--- src/design/gpio_gh_pkg.sv ---
`default_nettype none
package gpio_gh_pkg;

  ////////////////////////////////////////////////////////////////////////
  // Register indices; byte address is four times the index
  localparam logic [5:0] IDX_G_LATCH  = 6'h10;
  localparam logic [5:0] IDX_G_LEVEL  = 6'h11;
  localparam logic [5:0] IDX_G_DIR    = 6'h12;
  localparam logic [5:0] IDX_G_REDUCE = 6'h13;
  localparam logic [5:0] IDX_G_PULL   = 6'h14;
  localparam logic [5:0] IDX_G_POL    = 6'h15;
  localparam logic [5:0] IDX_G_IRQEN  = 6'h16;
  localparam logic [5:0] IDX_G_FLAGS  = 6'h17;
  localparam logic [5:0] IDX_H_LATCH  = 6'h18;
  localparam logic [5:0] IDX_H_LEVEL  = 6'h19;
  localparam logic [5:0] IDX_H_DIR    = 6'h1A;

  ////////////////////////////////////////////////////////////////////////
  // Widths, masks and reset values
  localparam int          PORT_W     = 8;
  localparam int          MII_W      = 7;
  localparam int          ADR_LSB    = 2;
  localparam logic [7:0]  REG_RST    = 8'h00;
  localparam logic [7:0]  H_IMPL     = 8'h7F;
  localparam logic [7:0]  G_MII_PINS = 8'h7F;
  localparam logic [23:0] RD_UPPER   = 24'h000000;

  ////////////////////////////////////////////////////////////////////////
  // Register groups
  typedef struct packed {
    logic [7:0] latch;
    logic [7:0] dir;
    logic [7:0] reduce;
    logic [7:0] pull_en;
    logic [7:0] polarity;
    logic [7:0] irq_en;
    logic [7:0] flags;
  } port_g_regs_t;

  typedef struct packed {
    logic [7:0] latch;
    logic [7:0] dir;
  } port_h_regs_t;

endpackage
`default_nettype wire

--- src/design/gpio_gh.sv ---
// Implementation choice: register access over Wishbone.
`timescale 1ns/1ns
`default_nettype none
module gpio_gh
  import gpio_gh_pkg::*;
(
  input  wire logic        clk_i,
  input  wire logic        rst_i,
  input  wire logic        cyc_i,
  input  wire logic        stb_i,
  input  wire logic        we_i,
  input  wire logic [7:0]  adr_i,
  input  wire logic [3:0]  sel_i,
  input  wire logic [31:0] dat_i,
  output logic      [31:0] dat_o,
  output logic             ack_o,
  output logic             irq_o,
  input  wire logic        mii_ext_en_i,
  input  wire logic [7:0]  g_pin_i,
  output logic      [7:0]  g_pin_o,
  output logic      [7:0]  g_pin_oe_o,
  output logic      [7:0]  g_reduce_o,
  output logic      [7:0]  g_pull_en_o,
  output logic      [7:0]  g_pull_down_o,
  input  wire logic [7:0]  h_pin_i,
  output logic      [7:0]  h_pin_o,
  output logic      [7:0]  h_pin_oe_o,
  output logic      [6:0]  mii_rx_o,
  input  wire logic [6:0]  mii_tx_i,
  input  wire logic [6:0]  mii_tx_oe_i,
  output logic      [6:0]  mii_h_level_o
);

  ////////////////////////////////////////////////////////////////////////
  // State
  port_g_regs_t g_r;
  port_g_regs_t g_nxt;
  port_h_regs_t h_r;
  port_h_regs_t h_nxt;
  logic [7:0]   g_s1_r;
  logic [7:0]   g_s2_r;
  logic [7:0]   g_s3_r;
  logic [7:0]   h_s1_r;
  logic [7:0]   h_s2_r;
  logic         ack_r;
  logic [7:0]   rdat_r;

  ////////////////////////////////////////////////////////////////////////
  // Bus decode
  wire logic [5:0] idx;
  wire logic       req;
  wire logic       wr;
  wire logic [7:0] wdat;
  wire logic [7:0] g_ev;
  wire logic [7:0] g_dir_eff;
  wire logic [7:0] h_dir_eff;
  wire logic [7:0] g_rd_io;
  wire logic [7:0] h_rd_io;
  wire logic [7:0] rd_mux;

  assign idx  = adr_i[7:ADR_LSB];
  assign req  = cyc_i & stb_i;
  assign wr   = req & we_i & ack_r & sel_i[0];
  assign wdat = dat_i[7:0];

  function automatic logic wr_hit(input logic [5:0] a,
                                  input logic [5:0] r);
    wr_hit = (a == r);
  endfunction

  ////////////////////////////////////////////////////////////////////////
  // Write strobes
  wire logic wr_g_latch;
  wire logic wr_g_dir;
  wire logic wr_g_reduce;
  wire logic wr_g_pull;
  wire logic wr_g_pol;
  wire logic wr_g_irqen;
  wire logic wr_g_flags;
  wire logic wr_h_latch;
  wire logic wr_h_dir;

  assign wr_g_latch  = wr & wr_hit(idx, IDX_G_LATCH);
  assign wr_g_dir    = wr & wr_hit(idx, IDX_G_DIR);
  assign wr_g_reduce = wr & wr_hit(idx, IDX_G_REDUCE);
  assign wr_g_pull   = wr & wr_hit(idx, IDX_G_PULL);
  assign wr_g_pol    = wr & wr_hit(idx, IDX_G_POL);
  assign wr_g_irqen  = wr & wr_hit(idx, IDX_G_IRQEN);
  assign wr_g_flags  = wr & wr_hit(idx, IDX_G_FLAGS);
  assign wr_h_latch  = wr & wr_hit(idx, IDX_H_LATCH);
  assign wr_h_dir    = wr & wr_hit(idx, IDX_H_DIR);

  ////////////////////////////////////////////////////////////////////////
  // Effective direction
  assign g_dir_eff = mii_ext_en_i ? (g_r.dir & ~G_MII_PINS)
                                  : g_r.dir;
  assign h_dir_eff = mii_ext_en_i
                   ? {1'b0, mii_tx_oe_i}
                   : (h_r.dir & H_IMPL);

  ////////////////////////////////////////////////////////////////////////
  // Pad controls
  assign g_pin_o       = g_r.latch;
  assign g_pin_oe_o    = g_dir_eff;
  assign g_reduce_o    = g_r.reduce & g_dir_eff;
  assign g_pull_en_o   = g_r.pull_en & ~g_dir_eff;
  assign g_pull_down_o = g_r.polarity;
  assign h_pin_o       = mii_ext_en_i
                       ? {1'b0, mii_tx_i}
                       : (h_r.latch & H_IMPL);
  assign h_pin_oe_o    = h_dir_eff;
  assign mii_rx_o      = mii_ext_en_i ? g_s2_r[6:0] : 7'h00;
  assign mii_h_level_o = h_s2_r[6:0];

  ////////////////////////////////////////////////////////////////////////
  // Readback
  assign g_rd_io = (g_r.latch & g_dir_eff)
                 | (g_s2_r & ~g_dir_eff);
  assign h_rd_io = ((h_r.latch & h_dir_eff)
                 | (h_s2_r & ~h_dir_eff)) & H_IMPL;

  function automatic logic [7:0] rd_sel(
    input logic [5:0]   a,
    input port_g_regs_t g,
    input port_h_regs_t h,
    input logic [7:0]   g_io,
    input logic [7:0]   g_lv,
    input logic [7:0]   h_io,
    input logic [7:0]   h_lv
  );
    case (a)
      IDX_G_LATCH:  rd_sel = g_io;
      IDX_G_LEVEL:  rd_sel = g_lv;
      IDX_G_DIR:    rd_sel = g.dir;
      IDX_G_REDUCE: rd_sel = g.reduce;
      IDX_G_PULL:   rd_sel = g.pull_en;
      IDX_G_POL:    rd_sel = g.polarity;
      IDX_G_IRQEN:  rd_sel = g.irq_en;
      IDX_G_FLAGS:  rd_sel = g.flags;
      IDX_H_LATCH:  rd_sel = h_io;
      IDX_H_LEVEL:  rd_sel = h_lv;
      IDX_H_DIR:    rd_sel = h.dir & H_IMPL;
      default:      rd_sel = REG_RST;
    endcase
  endfunction

  assign rd_mux = rd_sel(idx, g_r, h_r, g_rd_io, g_s2_r,
                         h_rd_io, h_s2_r);

  ////////////////////////////////////////////////////////////////////////
  // Edge detection per pin
  genvar gi;
  generate
    for (gi = 0; gi < PORT_W; gi++) begin : g_edge
      assign g_ev[gi] = g_r.polarity[gi]
                      ? ( g_s2_r[gi] & ~g_s3_r[gi])
                      : (~g_s2_r[gi] &  g_s3_r[gi]);
    end
  endgenerate

  ////////////////////////////////////////////////////////////////////////
  // Next register values
  always_comb begin
    g_nxt = g_r;
    h_nxt = h_r;
    if (wr_g_latch)
      g_nxt.latch = wdat;
    if (wr_g_dir)
      g_nxt.dir = wdat;
    if (wr_g_reduce)
      g_nxt.reduce = wdat;
    if (wr_g_pull)
      g_nxt.pull_en = wdat;
    if (wr_g_pol)
      g_nxt.polarity = wdat;
    if (wr_g_irqen)
      g_nxt.irq_en = wdat;
    if (wr_g_flags)
      g_nxt.flags = g_r.flags & ~wdat;
    g_nxt.flags = g_nxt.flags | g_ev;
    if (wr_h_latch)
      h_nxt.latch = wdat & H_IMPL;
    if (wr_h_dir)
      h_nxt.dir = wdat & H_IMPL;
  end

  ////////////////////////////////////////////////////////////////////////
  // Registers
  always_ff @(posedge clk_i) begin
    if (rst_i) begin
      g_r <= '{default: REG_RST};
      h_r <= '{default: REG_RST};
    end else begin
      g_r <= g_nxt;
      h_r <= h_nxt;
    end
  end

  always_ff @(posedge clk_i) begin
    if (rst_i) begin
      g_s1_r <= REG_RST;
      g_s2_r <= REG_RST;
      g_s3_r <= REG_RST;
      h_s1_r <= REG_RST;
      h_s2_r <= REG_RST;
    end else begin
      g_s1_r <= g_pin_i;
      g_s2_r <= g_s1_r;
      g_s3_r <= g_s2_r;
      h_s1_r <= h_pin_i;
      h_s2_r <= h_s1_r;
    end
  end

  always_ff @(posedge clk_i) begin
    if (rst_i) begin
      ack_r  <= 1'b0;
      rdat_r <= REG_RST;
    end else begin
      ack_r  <= req & ~ack_r;
      rdat_r <= rd_mux;
    end
  end

  ////////////////////////////////////////////////////////////////////////
  // Bus and interrupt outputs
  assign ack_o = ack_r & req;
  assign dat_o = {RD_UPPER, rdat_r};
  assign irq_o = |(g_r.flags & g_r.irq_en);
endmodule
`default_nettype wire

--- config.mk ---
export PLATFORM = sky130hd
export DESIGN_NAME = gpio_gh
export DESIGN_NICKNAME = d
export VERILOG_FILES = /design/src/design/gpio_gh_pkg.sv /design/src/design/gpio_gh.sv
export SDC_FILE = /design/constraint.sdc
export NUM_CORES = 1
export LEC_CHECK = 0
export ABC_AREA = 1
export BUFFER_PORTS_ARGS = -buffer_cell sky130_fd_sc_hd__buf_2
export CORE_MARGIN = 5
export CORE_UTILIZATION = 25
export CTS_CLUSTER_SIZE = 30
export DETAILED_ROUTE_END_ITERATION = 8
export GPL_TIMING_DRIVEN = 0
export SLEW_MARGIN = 20
export SYNTH_ARGS = -nofsm -noshare
export SYNTH_HDL_FRONTEND = slang
export SYNTH_SLANG_ARGS = --single-unit
--- constraint.sdc ---
create_clock -name clk_i -period 1.6 [get_ports clk_i]
set_input_delay 0.32 -clock clk_i [delete_from_list [all_inputs] [get_ports clk_i]]
set_output_delay 0.32 -clock clk_i [all_outputs]
set_load 0.03 [all_outputs]
=== Word-level counts from Yosys, hierarchy flattened ===
Index checks and enable logic that the tools add are counted.

* Register bits after elaboration: 119
* Input bits: 80
* Word-level logic and storage cells: 104

* Equality and inequality tests: 11
* Mux-type cells: 14
* Bitwise logic cells: 62
* Reduce and logical (&&, ||, !) cells: 1

{| class="wikitable"
|+ Operators with widths
! cell !! count
|-
| 8-bit case mux with 11 select lines || 1
|-
| 6-bit by 5-bit == test with 1-bit output (second input constant) || 11
|-
| 8-bit bitwise AND || 6
|-
| 1-bit bitwise AND || 31
|-
| 7-bit 2-to-1 mux || 4
|-
| 1-bit inverter || 17
|-
| 8-bit inverter || 2
|-
| 8-bit bitwise OR || 2
|-
| 7-bit bitwise AND || 2
|-
| 1-bit 2-to-1 mux || 8
|-
| 8-bit 2-to-1 mux || 1
|-
| 8-bit OR reduction || 1
|-
| 7-bit inverter || 1
|-
| 7-bit bitwise OR || 1
|}

=== Logic depth before layout (Yosys ltp) ===
Gate-level depths: netlist of run 1.

* Depth in word-level cells: 7
* Gate-level depth with buffers: 11

=== Least setup slack after synthesis of run 1 ===
Ideal clock, no wire load.

* Path kind: input to output
* Start point: input port mii_ext_en_i
* End point: output port h_pin_o[3]
* Arrival: 1.157 ns
* Data required time: 1.280 ns
* Setup slack: 0.123 ns
* Stages on the path: 4
* Path through: clkbuf_1 buf_1 nand2_1 nand2_1

* Cells in the longest elaborated chain, start to end: 1

{| class="wikitable"
|+ Ends and longest elaborated chain
! what !! line !! source
|-
| start, declared || gpio_gh.sv:18 || <nowiki>input wire logic mii_ext_en_i,</nowiki>
|-
| 7-bit 2-to-1 mux || gpio_gh.sv:109 || <nowiki>? {1'b0, mii_tx_i}</nowiki>
|-
| end, declared || gpio_gh.sv:26 || <nowiki>output logic [7:0] h_pin_o,</nowiki>
|}

Every way passes these cells.

=== Worst setup path after layout of run 1 ===
* Start point: register g_r[15] (netlist name)
* End point: output port irq_o

* Cells in the longest elaborated chain, start to end: 2

{| class="wikitable"
|+ Ends and longest elaborated chain
! what !! line !! source
|-
| start, declared || gpio_gh.sv:36 || <nowiki>port_g_regs_t g_r;</nowiki>
|-
| start signal, assigned || gpio_gh.sv:194 || <nowiki>g_r <= g_nxt;</nowiki>
|-
| 8-bit bitwise AND || gpio_gh.sv:229 || <nowiki>assign irq_o = |(g_r.flags & g_r.irq_en);</nowiki>
|-
| 8-bit OR reduction || gpio_gh.sv:229 ||
|-
| end, declared || gpio_gh.sv:17 || <nowiki>output logic irq_o,</nowiki>
|}

Every way passes these cells.

==> summary.md, run 1 <==
| Metric | Value |
|---|---|
| CP peak stage delay | around 0.32 ns |
| Crit path max fanout | 2 |
| Share of post-route cells with drive strength above 1 | 0.298 |
| Post-synth top flop | dfxtp_1 |
| CTS sink cnt | around 120 |
| Register area share after synthesis | 0.416 |
| Vias/cell | 4.45 |
| Largest net degree at the start of global routing | 17 |
| CP endpoint kind | output pin |
| Crit path DAT | 1.40 ns |
| RSZ-0062 raised after global routing | yes |
| Worst Hold Path EP | h_s1_r[5] |
| Mapped cell area | 0.00573 sq mm |
| Violated checks | setup timing |
| Final period util | 1.07 |
| Hold-fix buffers, CTS | 0 |
| DR WL/cell | around 16 microns |
| Register clock-pin slew on the reported worst setup and hold paths | approximately 0.060 ns |
| Total CTS buffers | 17 |
| Worst endpoint required time | around 1.3 ns |
| Nets | between 1000 and 1500 |
| Status | complete, but fails checks |
| Rel. slew slack | 0.580 |
| Pwr/cell area | between 900 and 1000 mW/mm^2 |
| Die Ht | roughly 160 microns |
| H-tree depth | 4 |
| Peak VDD IR | between 0.4 and 0.5 mV |
| Synth unique cells | 27 |
| Total length of routed wires | about 22000 microns |
| Max Root-Sink Buffers | 2 |
| Worst path cell trace | nand2_2, nand2_2, a221oi_4, nand2_2, buf_6 |
| Fmax | 582 MHz |
| Number of I/O pins | between 150 and 200 |
| Slowest cell on crit path | dfxtp_2 |
| Worst hold stages | 3 |
| Fin. max-slew vios | 0 |
| Largest registers | g_r (40), h_r (14) |
| GRT Util Overall | 0.163 |
| CTS tree | yes |
| Synth top area cells | dfxtp_1 42%, nand2_1 12%, buf_4 7.2% |
| Final ANT Viol Nets | 0 |
| Post-layout power | roughly 7300 uW |
| Flop2flop setup slack | -0.05 ns |
| R2R Path Start | ack_r |
| Die span in x | ~160 microns |
| Hold Crit Start | h_pin_i[5] |
| DRC | 0 |
| Yosys top cell area share | 0.416 |
| Cells after Synth | roughly 840 |
| HPWL Detailed | 16600 microns |
| Classification of the worst setup path | flop to output pin |
| Flops & latches, synth | 119 |
| Most flop-heavy register | g_r |
| Post-route minimum period | 1.72 ns |
| Asr flop ratio synth | 0 |
| Synth area leader | dfxtp_1 |
| Yosys Warn Count | 0 |
| Overflow after GRT | 0 |
| Hold Vio Cnt, Final | 0 |
| Starting density of the core | 0.254 |
| DR pass1 iterations | 5 |
| Vias in the first global route | roughly 5400 |
| Worst min-delay path class | primary input to flop |
| Synth top cells by count | 176 x nand2_1, 119 x dfxtp_1, 100 x nor2_1 |
| Number of synthesized flops with an enable pin | 0 |
| Diode count | 0 |
| Final setup fails | 3 |
| Reg2reg path depth | 8 |
| Max FFs per register | 40 |
| Cell row count | 55 |
| First-pass GRT wire length | 32000 microns |
| Core ar. | ~0.023 sq mm |
| CTS root buffer | clkbuf_16 |
| Cell leakage power | approximately 0.0038 uW |
| Most frequent cell after synthesis | nand2_1 |
| Clock Latency Late Sink | 0.42 ns |
| Vias post-DR | slightly below 6000 |
| Worst Path Buf+Inv | 1 |
| GPL Wtd Cong | just under 1 |
| Reg2reg end | g_pull_down_o[6] |
| Critical path's top delay family | flip-flops |
| Slew @ Worst Pin | between 0.6 and 0.7 ns |
| Layout area overhead | 34.8% |
| Maximum capacitance violations | 0 |
| Clock Skew | 0.00617 ns |
| Most common cell on crit path | nand2_2 |
| Port Buffers | between 100 and 150 |
| Die area | ~0.026 sq mm |
| Syn avg cell area | between 6 and 7 sq um |
| Hold_ws | 0.0905 ns |
| Initial antenna violation count | 1 |
| Worst setup margin | -0.119 ns |
| Initial DRC Count | between 400 and 500 |
| CP Launch Type | flop |
## layout make-up
type / instances / area (sq um)
Fill cell: 2450 / 14900
Clock buffer: 20 / 467
Tap cell: 285 / 357
Inverter: 103 / 404
Timing Repair Buffer: 143 / 803
Clock inverter: 12 / 93.8
Multi-Input combinational cell: 554 / 2600
Sequential cell: 119 / 2400
Buffer: 85 / 591
## cells in the final DEF, fill, tap and decap left out, drive strengths merged
cell and instances:
buf 214, nand2 177, dfxtp 119, nor2 112
inv 105, nand3 79, a21oi 71, o21ai 69
clkbuf 34, conb 26, o22ai 8, nand4 7
clkinvlp 6, clkinv 4, a221oi 2, nor3 2
nand3b 1
## logic make-up after synthesis
logic type,Yosys count,share of synthesized area
AOI/OAI and AO/OA,150,0.134
buffers and inverters,188,0.164
DFF,119,0.416
other,1,0.000655
and+or+nand+nor,378,0.285
## power breakdown
group	switching (uW)	total, uW	internal (uW)
registers	43.2	3060	3020
logic	461	660	200
clock network	1490	3610	2120
total	1990	7330	5330
## per-stage QoR
step	setup TNS (ns)	worst slack [ns]	std cells	utilization	area (sq um)
floorplan	0	0.123	861	-	5820
global placement	-24.06	-0.441	1274	0.302	6820
detailed placement	-26.05	-0.446	1274	0.302	6820
CTS	-0.139	-0.139	1312	0.332	7490
global route	-1.26	-0.191	1321	0.342	7720
finish	-0.220	-0.119	1321	0.342	7720
## per-layer routing
layer | global-route usage | part of all wire
met1 | 0.199 | 0.41
met2 | 0.274 | 0.49
met3 | 0.0396 | 0.067
met4 | 0.0679 | 0.036
met5 | 0 | 0.00032
## worst max path at each step
stage                     depth (start not counted)          end         start
after global routing                              5        irq_o       g_r[15]
after global placement                            7      g_r[37]         cyc_i
final                                             5        irq_o       g_r[15]
after CTS                                         5        irq_o       g_r[15]
after floorplan                                   4   h_pin_o[3]  mii_ext_en_i
after detailed placement                          6  mii_rx_o[1]  mii_ext_en_i
## tightest hold or removal path, cell delays in order
cell and delay, ns:
buf_2 0.07, inv_1 0.03, nor2_1 0.06
## timing repair
item	in CTS	in global routing
pin swaps	4	10
gates cloned	0	3
endpoints found under the hold margin	0	0
endpoints found under the setup margin	96	64
buffers inserted	6	6
gates resized for setup	32	69
(Power assumes the default switching activity.)
==> run 2: changes to the inputs <==
--- a/config.mk
+++ b/config.mk
@@ -12,6 +12,7 @@
 export CTS_CLUSTER_SIZE = 30
 export DETAILED_ROUTE_END_ITERATION = 8
 export GPL_TIMING_DRIVEN = 0
+export SKIP_LAST_GASP = 1
 export SLEW_MARGIN = 20
 export SYNTH_ARGS = -nofsm -noshare
 export SYNTH_HDL_FRONTEND = slang
==> run 2 against run 1 <==
The run still ends with setup timing left. Global-route usage unchanged. Combinational power barely moved. Critical path depth did not move. Clock power is essentially flat. Clock skew shrank 0.0011 ns. Worst hold slack worse by 0.0014 ns. Fmax is 0.12% higher. Cell area fell by 0.29%. Final cell count did not move. Die area is the same. Total power about the same.
==> summary.md, run 2 (synthesized netlist as in run 1, its figures left out) <==
| Metric | Value |
|---|---|
| Status | complete, but fails checks |
| Violated checks | setup timing |
| Maximum capacitance violations | 0 |
| Post-route minimum period | around 1.7 ns |
| First-pass GRT wire length | approximately 32000 microns |
| CP endpoint kind | output pin |
| Largest net degree at the start of global routing | 17 |
| DR pass1 iterations | 6 |
| Starting density of the core | 0.254 |
| Met1 Wirelength | ~8900 microns |
| Worst setup margin | -0.117 ns |
| Crit path DAT | 1.40 ns |
| WL met3 | roughly 1500 microns |
| Diode count | 0 |
| CP peak stage delay | roughly 0.32 ns |
| Worst min-delay path class | primary input to flop |
| CTS tree | yes |
| CTS sink cnt | between 100 and 150 |
| Util after Layout | 0.341 |
| Register clock-pin slew on the reported worst setup and hold paths | 0.06 ns |
| Total CTS buffers | 17 |
| Max Root-Sink Buffers | 2 |
| Largest registers | g_r (40), h_r (14) |
| Vias/cell | approximately 4.5 |
| Die Ht | around 160 microns |
| Core ar. | between 0.02 and 0.025 sq mm |
| Fin. max-slew vios | 0 |
| Hold-fix buffers, CTS | 0 |
| Port Buffers | ~130 |
| GPL Wtd Cong | approximately 1 |
| Slew @ Worst Pin | 0.607 ns |
| Die span in x | 161 microns |
| Clock Skew | around 0.0051 ns |
| Reg2reg end | g_pull_down_o[5] |
| Vias in the first global route | 5449 |
| Max layer used | met5 |
| CP Launch Type | flop |
| Max FFs per register | 40 |
| Hold Vio Cnt, Final | 0 |
| Die area | 0.0260 sq mm |
| Setup TNS | -0.166 ns |
| DR WL/cell | 16.4 microns |
| GRT Util Overall | 0.163 |
| Slowest cell on crit path | dfxtp_2 |
| Reg2reg path depth | 8 |
| Worst Hold Path EP | h_s1_r[5] |
| Layout area overhead | 34.4% |
| Most flop-heavy register | g_r |
| Metal2 WL | 10500 microns |
| R2R Path Start | ack_r |
| Final ANT Viol Nets | 0 |
| Classification of the worst setup path | flop to output pin |
| Peak VDD IR | about 0.50 mV |
| Total length of routed wires | between 20000 and 25000 microns |
| CTS root buffer | clkbuf_16 |
| Most frequent cells in the layout | 163 x nand2_1, 127 x buf_2, 104 x dfxtp_1, 99 x nor2_1, 96 x inv_1 |
| Worst Setup SP | g_r[15] |
| Flop2flop setup slack | -0.03 ns |
| Crit path max fanout | 2 |
| H-tree depth | 4 |
| Nets | roughly 1100 |
| HPWL Detailed | 16600 microns |
| Most common cell on crit path | nand2_2 |
| Hold_ws | roughly 0.09 ns |
| Initial DRC Count | 463 |
| Cell leakage power | about 0.0038 uW |
| Rel. slew slack | 0.595 |
| Worst hold stages | 3 |
| Vias post-DR | between 5000 and 6000 |
| Hold Crit Start | h_pin_i[5] |
| Final period util | 1.07 |
| Cell row count | 55 |
| Pwr/cell area | approximately 950 mW/mm^2 |
| Most common cell after layout, fill and taps aside | nand2_1 |
| Worst path cell trace | nand2_2, nand2_2, a221oi_4, nand2_2, buf_6 |
| Number of I/O pins | approximately 180 |
| RSZ-0062 raised after global routing | yes |
| Post-layout power | roughly 7300 uW |
| Share of post-route cells with drive strength above 1 | 0.293 |
| Final setup fails | 3 |
| DRC | 0 |
| Overflow after GRT | 0 |
| Clock Latency Late Sink | around 0.43 ns |
| Fmax | just under 600 MHz |
| Initial antenna violation count | 1 |
| Worst endpoint required time | 1.28 ns |
run 2: cell count changes in the layout (fill, tap and decap cells not counted), sizes merged:
cell,change
buf,+1
clkbuf,-1
run 2: layout make-up:
cell class                      count  area, sq um
Buffer                             85          587
Sequential cell                   119         2400
Clock buffer                       20          467
Fill cell                        2451        14900
Multi-Input combinational cell    554         2590
Tap cell                          285          357
Inverter                          103          402
Timing Repair Buffer              143          801
Clock inverter                     12         93.8
run 2: what timing repair did:
item,4_1_cts,5_1_grt
setup buffers,6,6
pin swaps,4,10
endpoints found under the setup margin,96,71
hold endpoints to repair,0,0
gates cloned,0,3
resized for setup,30,60
run 2: worst max path at each step:
stage                             end  slack, ns  cells past startpoint
after floorplan            h_pin_o[3]       0.12                      4
after global placement        g_r[37]      -0.44                      7
after detailed placement  mii_rx_o[1]      -0.45                      6
after CTS                       irq_o      -0.14                      5
after global routing            irq_o      -0.19                      5
final                           irq_o      -0.12                      5
run 2: metrics by stage:
step                      setup slack [ns]  cells  cell area [sq um]
final                               -0.117   1321               7690
after CTS                           -0.139   1312               7490
after floorplan                      0.123    861               5820
after global routing                -0.191   1321               7690
after global placement              -0.441   1274               6820
after detailed placement            -0.446   1274               6820
run 2: critical path: cells and delay by family, from the launching register on:
kind	cells	cell delay, ns
AO/OA/AOI/OAI	1	0.21
AND/OR/NAND/NOR	3	0.28
flip-flops	1	0.32
buffers and inverters	1	0.16
run 2: routing by layer:
layer / track usage / vias to the layer above
li1: - / 2967
met1: 0.199 / 2634
met2: 0.274 / 245
met3: 0.0396 / 53
met4: 0.0679 / 2
met5: 0 / -
run 2: power breakdown:
group / internal (uW) / leakage (uW) / switching, uW
sequential: 3020 / 0.000974 / 43.0
clock: 2110 / 0.000258 / 1490
combinational: 199 / 0.00260 / 460
total: 5330 / 0.00383 / 1990
==> run 3: changes to the inputs <==
--- a/config.mk
+++ b/config.mk
@@ -12,6 +12,7 @@
 export CTS_CLUSTER_SIZE = 30
 export DETAILED_ROUTE_END_ITERATION = 8
 export GPL_TIMING_DRIVEN = 0
+export RECOVER_POWER = 25
 export SKIP_LAST_GASP = 1
 export SLEW_MARGIN = 20
 export SYNTH_ARGS = -nofsm -noshare
==> run 3 against run 2 <==
First-iteration DRC count down 9.7%. Total power decreased by 0.15%. Wire length decreased by 0.43%. Critical endpoint unchanged. Fmax decreased by 0.81%. Global-route usage is the same. Highest routed layer unchanged. Critical path depth unchanged. Core utilization barely moved. Largest cell class unchanged. The flow still finishes with violations (setup timing). Combinational power hardly changed.
==> summary.md, run 3 (synthesized netlist as in run 1, its figures left out) <==
| Metric | Value |
|---|---|
| DP Area | 0.00682 sq mm |
| CP endpoint kind | output pin |
| Setup TNS | -0.172 ns |
| Worst hold stages | 3 |
| Violated checks | setup timing |
| RSZ-0062 raised after global routing | yes |
| HPWL Detailed | 16600 microns |
| Port Buffers | approximately 130 |
| Design area | slightly below 0.008 sq mm |
| Most frequent cells in the layout | 163 x nand2_1, 118 x buf_2, 104 x dfxtp_1, 99 x nor2_1, 96 x inv_1 |
| DR WL/cell | between 15 and 20 microns |
| Max FFs per register | 40 |
| Worst min-delay path class | primary input to flop |
| Hold Vio Cnt, Final | 0 |
| Dpl ws | -0.446 ns |
| Pwr/cell area | 952 mW/mm^2 |
| CTS sink cnt | ~120 |
| DR pass1 iterations | 8 |
| Die span in x | 161 microns |
| Total CTS buffers | 17 |
| Initial antenna violation count | 1 |
| Peak VDD IR | 0.497 mV |
| Vias post-DR | 5882 |
| Cell leakage power | between 0.003 and 0.004 uW |
| Cell row count | 55 |
| Share of post-route cells with drive strength above 1 | 0.285 |
| Largest net degree at the start of global routing | 17 |
| Reg2reg path depth | 8 |
| Most common cell after layout, fill and taps aside | nand2_1 |
| Maximum capacitance violations | 0 |
| Hold-fix buffers, CTS | 0 |
| H-tree depth | 4 |
| CTS tree | yes |
| CTS root buffer | clkbuf_16 |
| Status | complete, but fails checks |
| Starting density of the core | 0.254 |
| Vias in the first global route | approximately 5400 |
| Final setup fails | 3 |
| Most flop-heavy register | g_r |
| Hold_ws | roughly 0.090 ns |
| CP Launch Type | flop |
| DRC | 0 |
| Classification of the worst setup path | flop to output pin |
| Register clock-pin slew on the reported worst setup and hold paths | around 0.06 ns |
| Crit path DAT | 1.41 ns |
| Clock Latency Late Sink | 0.43 ns |
| Largest registers | g_r (40), h_r (14) |
| Overflow after GRT | 0 |
| Final period util | 1.08 |
| Layout area overhead | 34.2% |
| GPL Wtd Cong | just under 1 |
| Number of I/O pins | between 150 and 200 |
| Die area | around 0.026 sq mm |
| Crit path max fanout | 2 |
| Fin. max-slew vios | 0 |
| Post-route minimum period | 1.73 ns |
| Rel. slew slack | 0.598 |
| Final ANT Viol Nets | 0 |
| Worst setup margin | -0.131 ns |
| Fmax | between 500 and 600 MHz |
| Total length of routed wires | 21600 microns |
| Initial DRC Count | ~420 |
| Nets | roughly 1100 |
| Die Ht | roughly 160 microns |
| Slew @ Worst Pin | 0.604 ns |
| Worst endpoint required time | roughly 1.3 ns |
| Post-layout power | between 7000 and 8000 uW |
| Max Root-Sink Buffers | 2 |
| Core ar. | roughly 0.023 sq mm |
| Clock Skew | ~0.0058 ns |
| GRT Util Overall | 0.163 |
| First-pass GRT wire length | roughly 32000 microns |
| Diode count | 0 |
| Vias/cell | ~4.5 |
run 3: stage by stage:
stage	std cells	util
finish	1321	0.340
global route	1321	0.340
CTS	1312	0.332
detailed placement	1274	0.302
global placement	1274	0.302
floorplan	861	-
run 3: cell type report:
class,instances,area [sq um]
repair buffers,143,790
clock buffers,20,467
flip-flops and latches,119,2400
fillers,2454,14900
multi-input cells,554,2590
clock inverters,12,93.8
plain buffers,85,587
inverters,103,402
well taps,285,357
run 3: worst paths after layout:
kind / slack (ns) / start / to
setup / recovery: -0.13 / g_r[15] / irq_o
hold reg to reg: 0.40 / g_s1_r[1] / g_s2_r[1]
hold / removal: 0.09 / h_pin_i[5] / h_s1_r[5]
setup reg to reg: -0.02 / ack_r / g_pull_down_o[5]
run 3: what timing repair did:
| item | 4_1_cts | 5_1_grt |
|---|---|---|
| pin swaps | 4 | 10 |
| gates resized for setup | 30 | 60 |
| gates cloned | 0 | 3 |
| endpoints found under the setup margin | 96 | 71 |
| setup buffers | 6 | 6 |
run 3: worst max-delay path, stage by stage (launching register included):
cell,delay (ns)
dfxtp_2,0.32
nand2_2,0.09
nand2_2,0.07
a221oi_4,0.21
nand2_2,0.13
buf_6,0.16
run 3: layer usage:
metal / track usage / wire [microns] / part of all wire / up-vias
met3: 0.0396 / 1640 / 0.076 / 49
li1: - / - / - / 2969
met1: 0.199 / 8730 / 0.40 / 2625
met4: 0.0679 / 722 / 0.033 / 2
met2: 0.274 / 10500 / 0.49 / 237
met5: 0 / 7 / 0.00032 / -
run 3: power breakdown:
part           internal (uW)  switching (uW)
Sequential              3020            42.6
Clock                   2110            1480
Combinational            198             458
Total                   5330            1980
